--- src/logic/cdw_cfg.svh ---
// constants for clock divide and watchdog block
`ifndef CDW_CFG_SVH
`define CDW_CFG_SVH
`define CDW_DIV_X       2'h0
`define CDW_DIV_RSVD    2'h1
`define CDW_DIV_1       2'h2
`define CDW_DIV_1024    2'h3
`define CDW_DIV_RST     2'h2
`define CDW_SLOW_DIV    11'h400
`define CDW_TMR_DIV     4'hC
`define CDW_WD_N_X4     6'h0F
`define CDW_WD_N_X2     6'h10
`define CDW_WD_N_X1     6'h11
`define CDW_WD_N_SLOW   6'h1B
`define CDW_WD_RATIO_RST 2'h0
`define CDW_WD_RST_LAG  10'h200
`define CDW_WD_LAG_X4   20'h00080
`define CDW_WD_LAG_X2   20'h00100
`define CDW_WD_LAG_SLOW 20'h80000
`define CDW_XTAL_WARM   17'h10000
`define CDW_MULT_WARM   17'h10000
`define CDW_TA_KEY1     8'hAA
`define CDW_TA_KEY2     8'h55
`define CDW_TA_WINDOW   2'h3
`endif

--- src/logic/cdw_pkg.sv ---
// types for clock divide and watchdog block
`default_nettype none
package cdw_pkg;
   typedef struct packed {
      logic [1:0] clock_divide;
      logic       multiply_select;
      logic       multiplier_enable;
      logic       switchback_enable;
   } cdw_pmr_t;
   typedef struct packed {
      logic [1:0] watchdog_ratio;
      logic       watchdog_irq_enable;
      logic       watchdog_reset_enable;
   } cdw_wdcfg_t;
   typedef enum logic [1:0] {CDW_WARM, CDW_RUN} cdw_xstate_t;
endpackage
`default_nettype wire

--- src/logic/cdw_sync.sv ---
// two flip-flop level synchroniser
`timescale 1ns/1ps
`default_nettype none
module cdw_sync (
   input  wire logic i_mclk,
   input  wire logic i_resetn,
   input  wire logic i_d,
   output logic      o_q
);
   logic meta_reg;
   logic meta_next;
   logic q_next;
   always_comb begin
      meta_next = i_d;
      q_next    = meta_reg;
   end
   always_ff @(posedge i_mclk or negedge i_resetn) begin
      if (!i_resetn) begin
         meta_reg <= 1'b1; // idle high line, no false edge
         o_q      <= 1'b1;
      end else begin
         meta_reg <= meta_next;
         o_q      <= q_next;
      end
   end
endmodule
`default_nettype wire

--- src/logic/cdw_top.sv ---
// clock divide control, multiplier startup, crystal warm-up and watchdog
`timescale 1ns/1ps
`default_nettype none
`include "cdw_cfg.svh"
// Operation
// - divide code 01 behaves as divide-by-1 like code 10
// - every reset returns divide field to divide-by-1
// - slow clock is oscillator divided by 1024
// - divide code 11 selects 1024 oscillator cycles per machine cycle
// - slow mode with switchback set returns to divide-by-1 on start bit
// - other modes ignore interrupts and serial activity
// - timer prescale 00 gets oscillator divided by 12 at ratios 4,2,1
// - multiplied clock refused until multiplier_ready set
// - multiply_select writable only while multiplier_enable is 0
// - multiplier_enable writable only in divide-by-1 with ring_osc_mode 0
// - enabling multiplier clears ready and starts startup counter
// - during startup ready stays 0 and divide 00 refused
// - multiplier_enable cleared on every reset
// - reset gives default ratio: 2^17 timeout, reset 512 later
// - ratio selects 2^(n+3k) timeout, n by clock mode
// - watchdog reset comes 512 system clocks after interrupt timeout
// - restart begins a new interval; reset enable lets timeout reset
// - without restarts interrupt timeouts repeat at programmed ratio
// - flags set on interval expiry and on watchdog reset
// - interrupt forwarded only with watchdog_irq_enable
// - watchdog counts oscillator cycles, limits scaled to system clocks
// - crystal counts 65536 cycles before becoming system clock
// - multiplier startup timed by its own counter when enabled
// - watchdog interrupt wakes core from idle
module cdw_top #(
   parameter int XTAL_WARM = `CDW_XTAL_WARM,
   parameter int MULT_WARM = `CDW_MULT_WARM
) (
   input  wire logic            i_mclk,
   input  wire logic            i_resetn,
   input  wire logic            i_xtal_restart,
   input  wire logic            i_ring_osc_mode,
   input  wire logic            i_rx_start_pin_n,
   input  wire logic            i_pmr_we,
   input  wire cdw_pkg::cdw_pmr_t i_pmr_wdata,
   input  wire logic            i_wd_we,
   input  wire cdw_pkg::cdw_wdcfg_t i_wd_wdata,
   input  wire logic            i_ta_we,
   input  wire logic [7:0]      i_ta_wdata,
   input  wire logic            i_wd_restart,
   input  wire logic            i_flag_we,
   input  wire logic [1:0]      i_flag_wdata,
   input  wire logic            i_idle,
   output var cdw_pkg::cdw_pmr_t o_pmr,
   output var cdw_pkg::cdw_wdcfg_t o_wdcfg,
   output logic                 o_multiplier_ready,
   output logic                 o_xtal_ready,
   output logic                 o_sys_tick,
   output logic                 o_timer_tick,
   output logic                 o_watchdog_irq_flag,
   output logic                 o_watchdog_reset_flag,
   output logic                 o_watchdog_irq,
   output logic                 o_watchdog_reset,
   output logic                 o_idle_wake
);
   if (XTAL_WARM < 1 || XTAL_WARM > 131071 || MULT_WARM < 1 || MULT_WARM > 131071) begin : g_bad_warm
      $error("cdw_top: warm-up counts out of range");
   end
   localparam logic [16:0] XW = 17'(XTAL_WARM - 1);
   localparam logic [16:0] MW = 17'(MULT_WARM - 1);
   ////////////////////////////////////////////////////////////////////////////
   // pin synchroniser
   logic rx_n;
   logic rx_prev_reg;
   logic rx_prev_next;
   cdw_sync u_rx (
      .i_mclk   (i_mclk),
      .i_resetn (i_resetn),
      .i_d      (i_rx_start_pin_n),
      .o_q      (rx_n)
   );
   ////////////////////////////////////////////////////////////////////////////
   // clock control state
   cdw_pkg::cdw_pmr_t   pmr_reg;
   cdw_pkg::cdw_pmr_t   pmr_next;
   logic                mrdy_reg;
   logic                mrdy_next;
   logic [16:0]         mcnt_reg;
   logic [16:0]         mcnt_next;
   cdw_pkg::cdw_xstate_t xst_reg;
   cdw_pkg::cdw_xstate_t xst_next;
   logic [16:0]         xcnt_reg;
   logic [16:0]         xcnt_next;
   logic                start_bit;
   always_comb begin
      pmr_next     = pmr_reg;
      mrdy_next    = mrdy_reg;
      mcnt_next    = mcnt_reg;
      xst_next     = xst_reg;
      xcnt_next    = xcnt_reg;
      rx_prev_next = rx_n;
      start_bit    = rx_prev_reg & ~rx_n;
      case (xst_reg)
         cdw_pkg::CDW_WARM: begin
            if (xcnt_reg == XW) begin
               xst_next = cdw_pkg::CDW_RUN;
            end else begin
               xcnt_next = xcnt_reg + 17'h1;
            end
         end
         cdw_pkg::CDW_RUN: begin
            if (i_xtal_restart) begin
               xst_next  = cdw_pkg::CDW_WARM;
               xcnt_next = 17'h0;
            end
         end
         default: xst_next = cdw_pkg::CDW_WARM;
      endcase
      if (pmr_reg.multiplier_enable && !mrdy_reg) begin
         if (mcnt_reg == MW) begin
            mrdy_next = 1'b1;
         end else begin
            mcnt_next = mcnt_reg + 17'h1;
         end
      end
      if (i_pmr_we) begin
         pmr_next.switchback_enable = i_pmr_wdata.switchback_enable;
         if (!(i_pmr_wdata.clock_divide == `CDW_DIV_X && !mrdy_reg)) begin
            pmr_next.clock_divide = i_pmr_wdata.clock_divide;
         end
         if (!pmr_reg.multiplier_enable) begin
            pmr_next.multiply_select = i_pmr_wdata.multiply_select;
         end
         if ((pmr_reg.clock_divide == `CDW_DIV_1 || pmr_reg.clock_divide == `CDW_DIV_RSVD)
             && !i_ring_osc_mode) begin
            pmr_next.multiplier_enable = i_pmr_wdata.multiplier_enable;
            if (i_pmr_wdata.multiplier_enable && !pmr_reg.multiplier_enable) begin
               mrdy_next = 1'b0;
               mcnt_next = 17'h0;
            end
         end
         if (!pmr_next.multiplier_enable) begin
            mrdy_next = 1'b0;
         end
      end
      // only slow mode reacts to the receive start bit
      if (pmr_reg.clock_divide == `CDW_DIV_1024 && pmr_reg.switchback_enable && start_bit) begin
         pmr_next.clock_divide = `CDW_DIV_1;
      end
   end
   always_ff @(posedge i_mclk or negedge i_resetn) begin
      if (!i_resetn) begin
         pmr_reg     <= '{clock_divide: `CDW_DIV_RST, default: 1'b0};
         mrdy_reg    <= 1'b0;
         mcnt_reg    <= 17'h0;
         xst_reg     <= cdw_pkg::CDW_WARM;
         xcnt_reg    <= 17'h0;
         rx_prev_reg <= 1'b1;
      end else begin
         pmr_reg     <= pmr_next;
         mrdy_reg    <= mrdy_next;
         mcnt_reg    <= mcnt_next;
         xst_reg     <= xst_next;
         xcnt_reg    <= xcnt_next;
         rx_prev_reg <= rx_prev_next;
      end
   end
   ////////////////////////////////////////////////////////////////////////////
   // machine-cycle and timer ticks
   logic [10:0] slow_reg;
   logic [10:0] slow_next;
   logic [3:0]  tdiv_reg;
   logic [3:0]  tdiv_next;
   logic        stick_reg;
   logic        stick_next;
   logic        ttick_reg;
   logic        ttick_next;
   logic        slow_mode;
   always_comb begin
      slow_mode  = (pmr_reg.clock_divide == `CDW_DIV_1024);
      slow_next  = (slow_reg == `CDW_SLOW_DIV - 11'h1) ? 11'h0 : slow_reg + 11'h1;
      tdiv_next  = (tdiv_reg == `CDW_TMR_DIV - 4'h1) ? 4'h0 : tdiv_reg + 4'h1;
      // codes 01 and 10 both tick every oscillator cycle
      stick_next = (xst_reg == cdw_pkg::CDW_RUN) && (!slow_mode || slow_reg == 11'h0);
      ttick_next = slow_mode ? stick_next : (xst_reg == cdw_pkg::CDW_RUN) && tdiv_reg == 4'h0;
   end
   always_ff @(posedge i_mclk or negedge i_resetn) begin
      if (!i_resetn) begin
         slow_reg  <= 11'h0;
         tdiv_reg  <= 4'h0;
         stick_reg <= 1'b0;
         ttick_reg <= 1'b0;
      end else begin
         slow_reg  <= slow_next;
         tdiv_reg  <= tdiv_next;
         stick_reg <= stick_next;
         ttick_reg <= ttick_next;
      end
   end
   ////////////////////////////////////////////////////////////////////////////
   // timed access and watchdog
   cdw_pkg::cdw_wdcfg_t wcfg_reg;
   cdw_pkg::cdw_wdcfg_t wcfg_next;
   logic [1:0]  ta_st_reg;
   logic [1:0]  ta_st_next;
   logic [1:0]  ta_cnt_reg;
   logic [1:0]  ta_cnt_next;
   logic [36:0] wcnt_reg;
   logic [36:0] wcnt_next;
   logic [19:0] lag_reg;
   logic [19:0] lag_next;
   logic        lag_run_reg;
   logic        lag_run_next;
   logic        wif_reg;
   logic        wif_next;
   logic        wrf_reg;
   logic        wrf_next;
   logic        wrst_reg;
   logic        wrst_next;
   logic        unlocked;
   logic        restart;
   logic [5:0]  wd_exp;
   logic [36:0] wd_limit;
   logic [19:0] lag_limit;
   logic        expire;
   always_comb begin
      wcfg_next    = wcfg_reg;
      ta_st_next   = ta_st_reg;
      ta_cnt_next  = ta_cnt_reg;
      wcnt_next    = wcnt_reg;
      lag_next     = lag_reg;
      lag_run_next = lag_run_reg;
      wif_next     = wif_reg;
      wrf_next     = wrf_reg;
      wrst_next    = 1'b0;
      unlocked     = (ta_st_reg == 2'h2);
      // unlock window after the key pair
      if (ta_st_reg != 2'h0) begin
         ta_cnt_next = ta_cnt_reg + 2'h1;
         if (ta_cnt_reg == `CDW_TA_WINDOW - 2'h1) begin
            ta_st_next = 2'h0;
         end
      end
      if (i_ta_we) begin
         ta_cnt_next = 2'h0;
         if (i_ta_wdata == `CDW_TA_KEY1) begin
            ta_st_next = 2'h1;
         end else if (i_ta_wdata == `CDW_TA_KEY2 && ta_st_reg == 2'h1) begin
            ta_st_next = 2'h2;
         end else begin
            ta_st_next = 2'h0;
         end
      end
      restart = i_wd_restart && unlocked;
      if (i_wd_we) begin
         wcfg_next.watchdog_ratio      = i_wd_wdata.watchdog_ratio;
         wcfg_next.watchdog_irq_enable = i_wd_wdata.watchdog_irq_enable;
         if (unlocked) begin
            wcfg_next.watchdog_reset_enable = i_wd_wdata.watchdog_reset_enable;
         end
      end
      case (pmr_reg.clock_divide)
         `CDW_DIV_X:    wd_exp = pmr_reg.multiply_select ? `CDW_WD_N_X4 : `CDW_WD_N_X2;
         `CDW_DIV_1024: wd_exp = `CDW_WD_N_SLOW;
         default:       wd_exp = `CDW_WD_N_X1;
      endcase
      wd_exp    = wd_exp + 6'(3 * wcfg_reg.watchdog_ratio);
      wd_limit  = 37'h1 << wd_exp;
      // lag is 512 system clocks counted in oscillator cycles
      case (pmr_reg.clock_divide)
         `CDW_DIV_X:    lag_limit = pmr_reg.multiply_select ? `CDW_WD_LAG_X4 : `CDW_WD_LAG_X2;
         `CDW_DIV_1024: lag_limit = `CDW_WD_LAG_SLOW;
         default:       lag_limit = 20'(`CDW_WD_RST_LAG);
      endcase
      expire = (wcnt_reg >= wd_limit - 37'h1);
      if (xst_reg == cdw_pkg::CDW_RUN) begin
         wcnt_next = expire ? 37'h0 : wcnt_reg + 37'h1;
      end
      if (expire && xst_reg == cdw_pkg::CDW_RUN) begin
         lag_run_next = 1'b1;
         lag_next     = 20'h0;
      end else if (lag_run_reg) begin
         lag_next = lag_reg + 20'h1;
         if (lag_reg >= lag_limit - 20'h1) begin
            lag_run_next = 1'b0;
            if (wcfg_reg.watchdog_reset_enable) begin
               wrst_next = 1'b1;
            end
         end
      end
      if (restart) begin
         wcnt_next    = 37'h0;
         lag_run_next = 1'b0;
      end
      // hardware set wins over software clear
      if (i_flag_we && unlocked && !i_flag_wdata[1]) begin
         wif_next = 1'b0;
      end
      if (i_flag_we && !i_flag_wdata[0]) begin
         wrf_next = 1'b0;
      end
      if (expire && xst_reg == cdw_pkg::CDW_RUN) begin
         wif_next = 1'b1;
      end
      if (wrst_next) begin
         wrf_next = 1'b1;
      end
   end
   always_ff @(posedge i_mclk or negedge i_resetn) begin
      if (!i_resetn) begin
         wcfg_reg    <= '{watchdog_ratio: `CDW_WD_RATIO_RST, default: 1'b0};
         ta_st_reg   <= 2'h0;
         ta_cnt_reg  <= 2'h0;
         wcnt_reg    <= 37'h0;
         lag_reg     <= 20'h0;
         lag_run_reg <= 1'b0;
         wif_reg     <= 1'b0;
         wrf_reg     <= 1'b0;
         wrst_reg    <= 1'b0;
      end else begin
         wcfg_reg    <= wcfg_next;
         ta_st_reg   <= ta_st_next;
         ta_cnt_reg  <= ta_cnt_next;
         wcnt_reg    <= wcnt_next;
         lag_reg     <= lag_next;
         lag_run_reg <= lag_run_next;
         wif_reg     <= wif_next;
         wrf_reg     <= wrf_next;
         wrst_reg    <= wrst_next;
      end
   end
   ////////////////////////////////////////////////////////////////////////////
   // registered outputs
   always_ff @(posedge i_mclk or negedge i_resetn) begin
      if (!i_resetn) begin
         o_pmr                 <= '{clock_divide: `CDW_DIV_RST, default: 1'b0};
         o_wdcfg               <= '{watchdog_ratio: `CDW_WD_RATIO_RST, default: 1'b0};
         o_multiplier_ready    <= 1'b0;
         o_xtal_ready          <= 1'b0;
         o_sys_tick            <= 1'b0;
         o_timer_tick          <= 1'b0;
         o_watchdog_irq_flag   <= 1'b0;
         o_watchdog_reset_flag <= 1'b0;
         o_watchdog_irq        <= 1'b0;
         o_watchdog_reset      <= 1'b0;
         o_idle_wake           <= 1'b0;
      end else begin
         o_pmr                 <= pmr_reg;
         o_wdcfg               <= wcfg_reg;
         o_multiplier_ready    <= mrdy_reg;
         o_xtal_ready          <= (xst_reg == cdw_pkg::CDW_RUN);
         o_sys_tick            <= stick_reg;
         o_timer_tick          <= ttick_reg;
         o_watchdog_irq_flag   <= wif_reg;
         o_watchdog_reset_flag <= wrf_reg;
         o_watchdog_irq        <= wif_reg && wcfg_reg.watchdog_irq_enable;
         o_watchdog_reset      <= wrst_reg;
         o_idle_wake           <= i_idle && wif_reg && wcfg_reg.watchdog_irq_enable;
      end
   end
endmodule
`default_nettype wire

--- config.mk ---
export PLATFORM = sky130hd
export DESIGN_NAME = cdw_top
export DESIGN_NICKNAME = d
export VERILOG_FILES = /design/src/logic/cdw_pkg.sv /design/src/logic/cdw_sync.sv /design/src/logic/cdw_top.sv
export VERILOG_INCLUDE_DIRS = /design/src /design/src/logic
export SDC_FILE = /design/constraint.sdc
export NUM_CORES = 1
export LEC_CHECK = 0
export BUFFER_PORTS_ARGS = -buffer_cell sky130_fd_sc_hd__buf_2
export CORE_ASPECT_RATIO = 1.75
export CORE_MARGIN = 10
export CORE_UTILIZATION = 35
export DETAILED_ROUTE_END_ITERATION = 12
export PLACE_DENSITY_LB_ADDON = 0.05
export RECOVER_POWER = 50
export SYNTH_ARGS = -nofsm -noshare
export SYNTH_HDL_FRONTEND = slang
export SYNTH_SLANG_ARGS = --single-unit
--- constraint.sdc ---
create_clock -name i_mclk -period 6.35 [get_ports i_mclk]
set_clock_uncertainty 0.2 [all_clocks]
set_input_delay 0.3175 -clock i_mclk [delete_from_list [all_inputs] [get_ports i_mclk]]
set_output_delay 0.3175 -clock i_mclk [all_outputs]
set_load 0.05 [all_outputs]
==> flow_summary.ini <==
[status]
outcome = complete, but fails checks
violations = capacitance limit, slew limit

[worst_setup_path]
path_buf_inv = 2
arrival_ns = 6.17
cp_top_family = simple AND/OR/NAND/NOR gates
start_kind = register
cp_data_required_time_ns = 6.49
critPathKind = register to register
path_max_fanout = 34
slowest_delay_ns = 0.58
cpMaxStageDelayCell = or4_4
crit_top_cell = ha_1
crit_path_end_kind = register
rrSetupSlack_ns = 0.32

[power_and_ir_drop]
combPwrFrac_pct = 42.5
p_per_area_nw_per_um2 = 367
intPower_uw = 2300
pwr-share-seq_pct = 31.6
power_uw = 3860
p_sw_share_pct = 40.3
leakage_uw = 0.00472
clkPwrFrac_pct = 26.0
ir_worst_vdd_mv = 0.278
p_switching_uw = 1550

[synth]
synthFlopType = dfrtp_1
synth_top_cell_by_area = dfrtp_1
synth_nets = 1060
synthArstFlopShare_pct = 100
synthDistinctLibCells = 63
synth_xor_area_share_pct = 4.99
ys_warn_count = 0
synth-compound-area-share_pct = 13.4
synth_edf_count = 0
netlist_area_um2 = 8770
syn_avg_cell_area_um2 = 9.14
ys_seq_area_share_pct = 42.3
synth-simple-area-share_pct = 24.7
synth-adder-area-share_pct = 10.1
netlist_instances = 960
synth.area.mux_share_pct = 1.70
yosysTopAreaCellShare_pct = 40.8
ys_ff_latch = 148
synthTopCellsByArea = dfrtp_1 41%, ha_1 9.8%, nand2_1 4.8%, nand3_1 4.1%, nor2_1 3.7%
synth_top_family_by_area = simple AND/OR/NAND/NOR gates

[die]
initial_core_util_pct = 35.6
dieWidth_um = 140
num_rows = 76
dieArea_um2 = 32000
core_area_um2 = 24600
ioPinCount = 48
dieHeight_um = 229

[global_routing]
grt_pass1_wl_um = 39700
grt_max_degree = 80
grt_remaining_overflow = 0
grt_usage_pct = 15.1
grt_antenna_before_repair = 0
grt_pass1_vias = 7692

[timing]
clock.fmax_ghz = 0.166
tns_ns = 0
rsz0062_at_grt = false
worst_slew_pin_slew_ns = 4.63
fin_crit_sh_pct = 94.9
setup_violations = 0
hold_viol_final = 0
period_minus_slack_ns = 6.03
finalMaxSlewViolations = 80
hold_ws_ns = 0.0576
maxSlewHeadroom_pct = -208

[routing]
vias = 7269
dr.pass1.iters = 6
drt_iter0_drc = 374
via_per_inst = 5.21
wl_per_cell_um = 17.0
drc_errors = 0
ant_nets = 0
drt-total-wl_um = 23700

[final_layout]
num_antenna_cells = 0
n_fill_cell = 2459
final_common_cell = dfrtp_1
largest_reg_flops = 37
ff_latch_area_um2 = 3710
final_cell_mix = 143 x dfrtp_1, 112 x nand2_1, 86 x nor2_1, 71 x nand3_1, 68 x ha_1
final_layout_size_suffix_gt1_share_pct = 13.5
multi_input_area_um2 = 4890
areaGrowthSynthToFinish_pct = 19.7
nets = 1169

[clock_tree]
clkSinkCount = 148
clock_latency_ns = 0.44
clockBufferDepth = 2
cts_tree = built
numCtsBuffers = 17
cts_root_buffer = clkbuf_16
clk_pin_slew_ns = 0.07
htree_levels = 4

[job]
max-cap-violations = 1

[placement]
post-dp-hpwl_um = 17800
numPortBuffers = 47
finalWeightedCongestion = 0.865

[worst_hold_path]
min_path_type = primary input to register
final timing paths:
check | cells past startpoint | endpoint | from
worst max-delay path | 25 | wcnt_reg[27]$_DFFE_PN0P_ | pmr_reg[4]$_DFFE_PN1P_
worst min-delay path | 2 | wcfg_reg[2]$_DFFE_PN0P_ | i_wd_we
worst max register to register | 25 | wcnt_reg[27]$_DFFE_PN0P_ | pmr_reg[4]$_DFFE_PN1P_
worst min register to register | 0 | o_timer_tick$_DFF_PN0_ | ttick_reg$_DFF_PN0_
max in group asynchronous | 3 | o_pmr[1]$_DFF_PN0_ | i_resetn
min in group asynchronous | 2 | wcnt_reg[0]$_DFFE_PN0P_ | i_resetn
power groups by stage:
stage	logic (uW)	clock network, uW	registers [uW]
after floorplan	993	0	1260
after global placement	1600	0	1230
after detailed placement	1610	0	1230
after CTS	1620	1040	1220
after global routing	1840	1070	1240
final	1640	1000	1220
cell usage after synthesis, types with 7 or more instances:
cell	number
nand4_1	31
and3_1	17
mux2_2	7
and4_1	11
or2_2	9
nand2b_1	9
ha_1	69
mux2i_1	7
a21oi_1	43
xnor2_1	20
and2_1	8
buf_2	9
nor2b_1	12
dfrtp_1	143
nor2_1	87
o21ai_0	57
nand2_1	112
nor3_1	20
a21o_1	19
nand3_1	72
clkbuf_1	19
nor4_1	10
o311ai_0	15
or3_1	20
xor2_1	30
inv_1	30
final cells by class:
type	instances	share of cell area [%]
Clock inverter	12	1.17
Inverter	30	1.07
Sequential cell	148	35.3
Clock buffer	20	4.35
Multi-Input combinational cell	752	46.6
Timing Repair Buffer	120	7.77
Tap cell	312	3.72
layer usage:
metal	routed length (um)	share of wire [%]	track usage [%]
met5	0	0	0
met4	510	2.1	5.89
met3	415	1.7	2.76
met2	13400	57	29.0
met1	9360	39	15.6
cells by family after synthesis:
family / after synthesis
and+or+nand+nor: 434
AOI/OAI and AO/OA: 184
DFF: 148
adders and majority gates: 70
buffers and inverters: 60
xor gates and xnor gates: 50
muxes: 14
stage by stage:
step                setup slack [ns]  area (um^2)  util (%)  instances
detailed placement            0.0549         9650      39.2       1336
global placement               0.190         9650      39.2       1336
global route                  0.0291        10500      42.6       1394
floorplan                     0.0411         8770         -        960
finish                         0.322        10500      42.6       1394
CTS                           0.0377        10500      42.6       1393
timing repair:
action                                 4_1_cts  5_1_grt
gates resized for setup                      0       14
hold buffers                                25        0
endpoints found under the hold margin      100        0
setup endpoints to repair                    0       41
setup buffers                                0        1
Note: power is estimated with default switching activity, not from simulation.
